[src/dfe_pkg.sv]
// Purpose: Shared constants and types of the dual-rank DDR3 pin front end.
// Assumes: One command slot and one data beat per clk edge.
// Notes: Command codes are the packed {cs_n, ras_n, cas_n, we_n} of one edge.
package dfe_pkg;

  // ****************************************************************
  // Geometry
  // ****************************************************************
  localparam int RANKS = 2;
  localparam int DQ_MAX = 8;
  localparam int DQ_X4 = 4;
  localparam int BA_W = 3;
  localparam int ADDR_W = 15;
  localparam int CMD_W = 4;
  localparam int BURST_BEATS = 8;
  localparam int BEAT_W = 3;
  localparam int FIFO_DEPTH = 16;

  // ****************************************************************
  // Command codes and mode register fields
  // ****************************************************************
  localparam logic [CMD_W-1:0] CMD_LOAD_MODE = 4'h0;
  localparam logic [CMD_W-1:0] CMD_WRITE = 4'h4;
  localparam logic [CMD_W-1:0] CMD_READ = 4'h5;
  localparam logic [BA_W-1:0] MR_TERM_SEL = 3'h1;
  localparam logic [ADDR_W-1:0] MR_TERM_MASK = 15'h0244;
  localparam int MR_TDQS_BIT = 11;
  localparam logic [RANKS-1:0] TERM_EN_RESET = 2'h3;
  localparam logic [RANKS-1:0] TDQS_EN_RESET = 2'h0;
  localparam logic [BEAT_W-1:0] BEAT_LAST = 3'h7;

  typedef enum logic [1:0] {
    DFE_IDLE,
    DFE_WRITING,
    DFE_READING
  } dfe_mode_t;

endpackage

[src/dfe_stream_if.sv]
// Purpose: Valid/ready word carrier between the front end and its buffer.
// Assumes: Both sides on clk.
// Notes: A word moves on an edge where valid and ready are both high.
`timescale 1ns/1ps
interface dfe_stream_if #(
  parameter int WIDTH = 9
);
  logic valid;
  logic ready;
  logic [WIDTH-1:0] data;

  modport src (output valid, output data, input ready);
  modport snk (input valid, input data, output ready);
endinterface

[src/dfe_frontend.sv]
// Purpose: Pin front end of a dual-rank DDR3 device: per-rank command gating,
//          write masking, termination control and data/strobe direction.
// Assumes: clk stands for the CK/CK# crossing; one data beat per edge.
// Notes: Unmasked write beats queue in a 16-word FIFO toward the core side.
`timescale 1ns/1ps

module dfe_frontend #(
  parameter bit X8 = 1'b1,
  parameter int DEPTH = dfe_pkg::FIFO_DEPTH
) (
  input wire logic clk,
  input wire logic reset_n,
  input wire logic dev_reset_n,
  input wire logic [dfe_pkg::RANKS-1:0] cs_n,
  input wire logic ras_n,
  input wire logic cas_n,
  input wire logic we_n,
  input wire logic [dfe_pkg::BA_W-1:0] ba,
  input wire logic [dfe_pkg::ADDR_W-1:0] addr,
  input wire logic [dfe_pkg::RANKS-1:0] odt,
  input wire logic dm,
  input wire logic [dfe_pkg::DQ_MAX-1:0] dq_in,
  output logic [dfe_pkg::DQ_MAX-1:0] dq_out,
  output logic [dfe_pkg::DQ_MAX-1:0] dq_oe,
  input wire logic dqs_in,
  output logic dqs_out,
  output logic dqs_n_out,
  output logic dqs_oe,
  output logic [dfe_pkg::RANKS-1:0] cmd_valid,
  output logic [dfe_pkg::RANKS*dfe_pkg::CMD_W-1:0] cmd_code,
  output logic [dfe_pkg::RANKS-1:0] odt_on,
  output logic [dfe_pkg::DQ_MAX-1:0] term_dq,
  output logic term_dqs,
  output logic term_dm,
  output logic term_tdqs,
  output logic rd_req,
  input wire logic [dfe_pkg::DQ_MAX-1:0] rd_data,
  output logic wr_valid,
  output logic wr_rank,
  output logic [dfe_pkg::DQ_MAX-1:0] wr_data,
  input wire logic wr_ready,
  output logic overrun
);
  localparam int WORD_W = dfe_pkg::DQ_MAX + 1;

  // ****************************************************************
  // State
  // ****************************************************************
  typedef struct packed {
    dfe_pkg::dfe_mode_t mode;
    logic [dfe_pkg::BEAT_W-1:0] beat;
    logic rank;
    logic dqs_prev;
    logic [dfe_pkg::RANKS-1:0] term_en;
    logic [dfe_pkg::RANKS-1:0] tdqs_en;
    logic [dfe_pkg::RANKS-1:0] cmd_valid;
    logic [dfe_pkg::RANKS*dfe_pkg::CMD_W-1:0] cmd_code;
    logic [dfe_pkg::RANKS-1:0] odt_on;
    logic [dfe_pkg::DQ_MAX-1:0] term_dq;
    logic term_dqs;
    logic term_dm;
    logic term_tdqs;
    logic [dfe_pkg::DQ_MAX-1:0] dq_out;
    logic [dfe_pkg::DQ_MAX-1:0] dq_oe;
    logic dqs_out;
    logic dqs_n_out;
    logic dqs_oe;
    logic rd_req;
    logic overrun;
  } dfe_state_t;

  dfe_state_t st;
  dfe_state_t next_st;
  logic [dfe_pkg::DQ_MAX-1:0] lane_live;
  logic write_beat;
  logic beat_kept;
  logic dm_active;
  logic any_odt;
  logic tdqs_active;
  logic [dfe_pkg::CMD_W-1:0] rank_code [dfe_pkg::RANKS];

  dfe_stream_if #(.WIDTH(WORD_W)) fill_if ();
  dfe_stream_if #(.WIDTH(WORD_W)) drain_if ();

  // ****************************************************************
  // Lane map
  // ****************************************************************
  // Upper lanes exist only on x8; on x4 those balls never drive or terminate.
  for (genvar i = 0; i < dfe_pkg::DQ_MAX; i++) begin : g_lane
    assign lane_live[i] = X8 || (i < dfe_pkg::DQ_X4);
  end

  // Each rank builds its own code from its own chip select.
  for (genvar r = 0; r < dfe_pkg::RANKS; r++) begin : g_rank
    assign rank_code[r] = {cs_n[r], ras_n, cas_n, we_n};
  end

  // ****************************************************************
  // Write beat capture
  // ****************************************************************
  // A beat is one strobe transition; the strobe is centred in the eye, so the
  // data sampled on the same edge is stable.
  assign write_beat = (st.mode == dfe_pkg::DFE_WRITING) && (dqs_in != st.dqs_prev);
  assign dm_active = ~(X8 && st.tdqs_en[st.rank]);
  assign beat_kept = write_beat && !(dm_active && dm);
  assign fill_if.valid = beat_kept;
  assign fill_if.data = {st.rank, dq_in & lane_live};

  always_comb begin
    next_st = st;
    any_odt = 1'b0;
    tdqs_active = 1'b0;
    next_st.dqs_prev = dqs_in;
    next_st.cmd_valid = '0;
    // Command decode, one rank at a time, each on its own chip select.
    for (int r = 0; r < dfe_pkg::RANKS; r++) begin
      next_st.cmd_code[r*dfe_pkg::CMD_W +: dfe_pkg::CMD_W] = rank_code[r];
      if (!cs_n[r]) begin
        next_st.cmd_valid[r] = 1'b1;
        if (rank_code[r] == dfe_pkg::CMD_LOAD_MODE && ba == dfe_pkg::MR_TERM_SEL) begin
          next_st.term_en[r] = |(addr & dfe_pkg::MR_TERM_MASK);
          next_st.tdqs_en[r] = addr[dfe_pkg::MR_TDQS_BIT] & X8;
        end
      end
      // Termination input counts only while its rank has termination on.
      next_st.odt_on[r] = odt[r] & st.term_en[r];
      any_odt = any_odt | st.odt_on[r];
      tdqs_active = tdqs_active | (st.odt_on[r] & st.tdqs_en[r]);
    end
    // Termination drops one cycle after this device starts driving the bus and returns one cycle after it stops.
    any_odt = any_odt & ~st.dqs_oe;
    next_st.term_dq = any_odt ? lane_live : '0;
    next_st.term_dqs = any_odt;
    next_st.term_dm = any_odt & ~tdqs_active;
    next_st.term_tdqs = any_odt & tdqs_active;
    if (fill_if.valid && !fill_if.ready) begin
      next_st.overrun = 1'b1;
    end
    next_st.dq_oe = '0;
    next_st.dqs_oe = 1'b0;
    next_st.rd_req = 1'b0;
    unique case (st.mode)
      dfe_pkg::DFE_IDLE: begin
        next_st.beat = '0;
        next_st.dqs_out = 1'b0;
        next_st.dqs_n_out = 1'b1;
        for (int r = dfe_pkg::RANKS - 1; r >= 0; r--) begin
          if (!cs_n[r] && rank_code[r] == dfe_pkg::CMD_WRITE) begin
            next_st.mode = dfe_pkg::DFE_WRITING;
            next_st.rank = r[0];
          end else if (!cs_n[r] && rank_code[r] == dfe_pkg::CMD_READ) begin
            next_st.mode = dfe_pkg::DFE_READING;
            next_st.rank = r[0];
            next_st.rd_req = 1'b1;
          end
        end
      end
      dfe_pkg::DFE_WRITING: begin
        // The bus stays an input for the whole write burst.
        if (write_beat) begin
          next_st.beat = dfe_pkg::BEAT_W'(st.beat + 1'b1);
          if (st.beat == dfe_pkg::BEAT_LAST) begin
            next_st.mode = dfe_pkg::DFE_IDLE;
          end
        end
      end
      dfe_pkg::DFE_READING: begin
        // Data and strobe leave on the same edge, so their transitions align.
        next_st.dq_out = rd_data & lane_live;
        next_st.dq_oe = lane_live;
        next_st.dqs_out = ~st.dqs_out;
        next_st.dqs_n_out = st.dqs_out;
        next_st.dqs_oe = 1'b1;
        next_st.beat = dfe_pkg::BEAT_W'(st.beat + 1'b1);
        next_st.rd_req = (st.beat != dfe_pkg::BEAT_LAST);
        if (st.beat == dfe_pkg::BEAT_LAST) begin
          next_st.mode = dfe_pkg::DFE_IDLE;
        end
      end
      default: begin
        next_st.mode = dfe_pkg::DFE_IDLE;
      end
    endcase
  end

  // ****************************************************************
  // Registers
  // ****************************************************************
  // The device reset pin clears state at once; reset_n is the system's own.
  always_ff @(posedge clk or negedge dev_reset_n) begin
    if (!dev_reset_n) begin
      st <= '0;
      st.mode <= dfe_pkg::DFE_IDLE;
      st.term_en <= dfe_pkg::TERM_EN_RESET;
      st.tdqs_en <= dfe_pkg::TDQS_EN_RESET;
      st.dqs_n_out <= 1'b1;
    end else if (!reset_n) begin
      st <= '0;
      st.mode <= dfe_pkg::DFE_IDLE;
      st.term_en <= dfe_pkg::TERM_EN_RESET;
      st.tdqs_en <= dfe_pkg::TDQS_EN_RESET;
      st.dqs_n_out <= 1'b1;
    end else begin
      st <= next_st;
    end
  end

  dfe_fifo #(.WIDTH(WORD_W), .DEPTH(DEPTH)) u_fifo (
    .clk(clk),
    .reset_n(reset_n),
    .dev_reset_n(dev_reset_n),
    .fill(fill_if),
    .drain(drain_if)
  );

  assign drain_if.ready = wr_ready;
  assign wr_valid = drain_if.valid;
  assign wr_rank = drain_if.data[WORD_W-1];
  assign wr_data = drain_if.data[dfe_pkg::DQ_MAX-1:0];

  assign dq_out = st.dq_out;
  assign dq_oe = st.dq_oe;
  assign dqs_out = st.dqs_out;
  assign dqs_n_out = st.dqs_n_out;
  assign dqs_oe = st.dqs_oe;
  assign cmd_valid = st.cmd_valid;
  assign cmd_code = st.cmd_code;
  assign odt_on = st.odt_on;
  assign term_dq = st.term_dq;
  assign term_dqs = st.term_dqs;
  assign term_dm = st.term_dm;
  assign term_tdqs = st.term_tdqs;
  assign rd_req = st.rd_req;
  assign overrun = st.overrun;
endmodule

[src/dfe_fifo.sv]
// Purpose: Flip-flop FIFO holding accepted write beats.
// Assumes: Synchronous reset plus the asynchronous device reset.
// Notes: Full and empty are registered flags, so ready and valid are flops.
`timescale 1ns/1ps
module dfe_fifo #(
  parameter int WIDTH = 9,
  parameter int DEPTH = 16
) (
  input wire logic clk,
  input wire logic reset_n,
  input wire logic dev_reset_n,
  dfe_stream_if.snk fill,
  dfe_stream_if.src drain
);
  localparam int PW = $clog2(DEPTH);

  typedef struct packed {
    logic [DEPTH-1:0][WIDTH-1:0] mem;
    logic [PW-1:0] wr_ptr;
    logic [PW-1:0] rd_ptr;
    logic [PW:0] count;
    logic full;
    logic empty;
  } dfe_fifo_state_t;

  dfe_fifo_state_t st;
  dfe_fifo_state_t next_st;
  logic push;
  logic pop;
  logic [PW:0] next_count;

  assign fill.ready = ~st.full;
  assign drain.valid = ~st.empty;
  assign drain.data = st.mem[st.rd_ptr];
  assign push = fill.valid & ~st.full;
  assign pop = drain.ready & ~st.empty;

  always_comb begin
    next_st = st;
    next_count = st.count;
    if (push) begin
      next_st.mem[st.wr_ptr] = fill.data;
      next_st.wr_ptr = PW'(st.wr_ptr + 1'b1);
    end
    if (pop) begin
      next_st.rd_ptr = PW'(st.rd_ptr + 1'b1);
    end
    if (push && !pop) begin
      next_count = (PW+1)'(st.count + 1'b1);
    end else if (pop && !push) begin
      next_count = (PW+1)'(st.count - 1'b1);
    end
    next_st.count = next_count;
    next_st.full = (next_count == (PW+1)'(DEPTH));
    next_st.empty = (next_count == '0);
  end

  always_ff @(posedge clk or negedge dev_reset_n) begin
    if (!dev_reset_n) begin
      st <= '{mem: '0, wr_ptr: '0, rd_ptr: '0, count: '0, full: 1'b0, empty: 1'b1};
    end else if (!reset_n) begin
      st <= '{mem: '0, wr_ptr: '0, rd_ptr: '0, count: '0, full: 1'b0, empty: 1'b1};
    end else begin
      st <= next_st;
    end
  end
endmodule

[config.mk]
export PLATFORM = sky130hd
export DESIGN_NAME = dfe_frontend
export DESIGN_NICKNAME = d
export VERILOG_FILES = /design/src/dfe_pkg.sv /design/src/dfe_stream_if.sv /design/src/dfe_frontend.sv /design/src/dfe_fifo.sv
export SDC_FILE = /design/constraint.sdc
export NUM_CORES = 1
export LEC_CHECK = 0
export BUFFER_PORTS_ARGS = -buffer_cell sky130_fd_sc_hd__buf_2
export CAP_MARGIN = 20
export CORE_MARGIN = 4
export CORE_UTILIZATION = 64
export DETAILED_ROUTE_END_ITERATION = 16
export PLACE_DENSITY = 0.87
export SYNTH_ARGS = -nofsm -noshare
export SYNTH_HDL_FRONTEND = slang
export SYNTH_HIERARCHICAL = 1
export SYNTH_SLANG_ARGS = --single-unit
[constraint.sdc]
create_clock -name clk -period 5.7 [get_ports clk]
set_input_delay 1.14 -clock clk [delete_from_list [all_inputs] [get_ports clk]]
set_output_delay 1.14 -clock clk [all_outputs]
set_load 0.02 [all_outputs]
==> flow_metrics.py <==
metrics = {
    "cts": {
        "clk_pin_slew_ns": 0.07,
        "ctsResizeCount": 0,
        "root_buffer": "clkbuf_16",
        "htreeDepth": 4,
        "cts_hold_buf": 0,
        "clockBufferDepth": 2,
        "cts_tree": "yes",
        "cts_sinks": 195,
        "postCtsSetupBuffers": 0,
        "cts_buffers": 17,
        "clk_latency_ns": 0.44,
    },
    "detailed_routing": {
        "detailedRoute.firstIterationViolations": 821,
        "post_drt_wl_per_cell_um": 21.3,
        "drtAntennaViolNets": 0,
        "viasPerCell": 6.10,
        "first_pass_iters": 4,
        "vias": 6738,
        "wl_um": 23500,
        "drcViolationCount": 0,
    },
    "logic_synthesis": {
        "syn_area_per_cell_um2": 11.9,
        "synth_seq_cells": 195,
        "yosysTopAreaCellShare_pct": 47.1,
        "yosys.area.top_type": "dfrtp_1",
        "ys_top_cells_by_count": "dfrtp_1 (191), nor2b_1 (118), mux2i_1 (112)",
        "synth-edff-count": 0,
        "synth_nets": 909,
        "ys_seq_area_share_pct": 48.2,
        "async_reset_ff_share_pct": 100,
        "syn_inst": 850,
        "syn_area_um2": 10100,
        "synth_area_leaders": "dfrtp_1 (47%), mux2i_1 (11%), mux4_2 (8.2%)",
        "synthMuxAreaShare_pct": 21.4,
        "synthDistinctLibCells": 55,
        "synth_most_common_cell": "dfrtp_1",
        "synthAdderAreaFrac_pct": 1.48,
        "synth_xor_area_share_pct": 0.950,
        "synth_compound_area_share_pct": 5.80,
        "synthFlopType": "dfrtp_1",
        "ys_warn_count": 6,
        "yosys.area_share.simple_pct": 16.5,
        "synth_top_family_by_area": "multiplexers",
    },
    "sta": {
        "rsz0062_at_grt": "no",
        "fin_tns_setup_ns": 0,
        "finalCritPeriodShare_pct": 73.3,
        "tightest_slew_ns": 0.984,
        "slew_viol_final": 0,
        "fmax_ghz": 0.239,
        "skew_ns": 0.00543,
        "setup_viol": 0,
        "slew_headroom_pct": 34.4,
        "final_hold_viol_count": 0,
        "finalCriticalPeriod_ns": 4.18,
    },
    "worst_setup_path": {
        "r2r-end": "u_fifo/st[37]$_DFFE_PN0P_",
        "critPathLaunchType": "flop",
        "rr_worst_depth": 8,
        "cp-startpoint": "u_fifo/st[7]$_DFFE_PN0P_",
        "worstSetupPathType": "reg -> out",
        "crit_end": "wr_data[0]",
        "worst-r2r-setup-slack_ns": 2.55,
        "critPathArrivalTime_ns": 3.04,
        "cp.required_ns": 4.56,
        "worstPathMaxFanout": 22,
        "worstReg2RegStart": "fill_if.data[8]$_DFFE_PN0P_",
        "cp-end-kind": "output pin",
    },
    "grt": {
        "grt_antenna_before_repair": 2,
        "grt_max_degree": 119,
        "grtUsageTotal_pct": 27.3,
        "grt_pass1_vias": 6990,
        "grt_overflow": 0,
        "grt_pass1_wl_um": 37800,
    },
    "floorplan": {
        "dieHeight_um": 134,
        "core_area_um2": 15400,
        "die_x_um": 134,
        "initial_utilization_pct": 66.0,
        "rows": 45,
        "ios": 101,
        "die_area_um2": 17900,
    },
    "flow_run": {
        "drv_cap": 0,
    },
    "placement": {
        "dp_hpwl_um": 13700,
        "post_dp_cell_area_um2": 10400,
        "numPortBuffers": 89,
        "gp_congestion": 0.840,
    },
    "power_and_ir_drop": {
        "leakage_nw": 4.55,
        "p_per_area_nw_per_um2": 281,
        "vdd_drop_max_mv": 0.240,
    },
    "min_path": {
        "holdCritPathClass": "reg -> reg",
    },
    "cells_and_area": {
        "area_delta_synth_final_pct": 8.89,
        "fin_area_um2": 11000,
        "drive_above_1_share_pct": 22.0,
        "finish.utilization_pct": 71.8,
        "nFillCells": 1006,
        "num-nets-final": 937,
    },
    "run_status": {
        "status": "completed",
    },
}
## layout by cell type, fill, tap and decap left out, drive strengths merged, types with 3 or more instances in the layout
master	n
nand2	99
o21ai	14
inv	17
and3	3
and2	17
a21oi	3
nand2b	4
dfrtp	191
ha	12
mux4	45
bufinv	5
dfstp	4
o211ai	3
nand3	5
mux2i	112
nor2	19
or4	3
nor3	9
clkinv	4
a21boi	47
nand4	6
clkbuf	23
nor2b	118
buf	94
xnor2	11
## power breakdown
part	internal [mW]	total, mW	switching [mW]	leakage, nW
logic	0.136	0.324	0.188	1.54
clock network	0.811	1.32	0.506	0.320
registers	1.41	1.46	0.0479	2.69
## layer usage
layer	up-vias	wire length (µm)	track usage, %
met3	79	1350	6.30
met2	248	11800	44.6
met1	3452	9410	35.2
li1	2959	-	-
met5	-	0	0
met4	0	885	12.5
## state kept, by name (all words and copies together), names as in the netlist
signal and count:
u_fifo/st 159, st 10, dq_out 8, cmd_code 5, cmd_valid 2, odt_on 2
dq_oe 1, dqs_n_out 1, dqs_out 1, fill_if.data 1, overrun 1, rd_req 1
term_dm 1, term_dq 1, term_tdqs 1
## how the worst min path moves through the flow
stage,start,cells past startpoint,to,slack [ns]
after floorplan,st[54]$_DFFE_PN0P_,1,st[54]$_DFFE_PN0P_,0.49
final,overrun$_DFFE_PN0P_,1,overrun$_DFFE_PN0P_,0.51
after global placement,overrun$_DFFE_PN0P_,1,overrun$_DFFE_PN0P_,0.47
after detailed placement,overrun$_DFFE_PN0P_,1,overrun$_DFFE_PN0P_,0.51
after CTS,overrun$_DFFE_PN0P_,1,overrun$_DFFE_PN0P_,0.51
after global routing,u_fifo/st[32]$_DFFE_PN0P_,2,u_fifo/st[32]$_DFFE_PN0P_,0.55
## stage by stage
| stage | power, mW | instances | setup slack (ns) | hold WS, ns |
|---|---|---|---|---|
| floorplan | 1.73 | 850 | 2.81 | 0.491 |
| global placement | 1.80 | 1070 | 1.89 | 0.471 |
| detailed placement | 1.81 | 1070 | 1.91 | 0.508 |
| CTS | 3.11 | 1102 | 1.46 | 0.510 |
| global route | 3.21 | 1104 | 1.36 | 0.548 |
| finish | 3.10 | 1104 | 1.52 | 0.515 |
## cells by family (layout without fill, tap and decap cells)
family,count (synthesis),in the layout
mux,157,157
buf+inv,103,144
compound gates,80,80
xor+xnor,11,11
simple gates,292,292
other cells,0,2
fa+ha+maj,12,12
flops,195,195
## critical path: stages (launching register included)
cell and delay, ns:
dfrtp_2 0.87, buf_4 0.46, mux4_1 0.62, mux4_2 0.47
buf_2 0.18
## cell type report
type	instances	area, µm²	share of cell area (%)
Sequential cell	195	4890	44.3
Multi-Input combinational cell	552	4670	42.3
Timing Repair Buffer	95	502	4.54
Clock buffer	22	474	4.30
Tap cell	211	264	2.39
Clock inverter	10	178	1.61
Inverter	17	63.8	0.578
Antenna cell	2	5.00	0.0453
No activity file was read; power rests on OpenSTA's default activity.
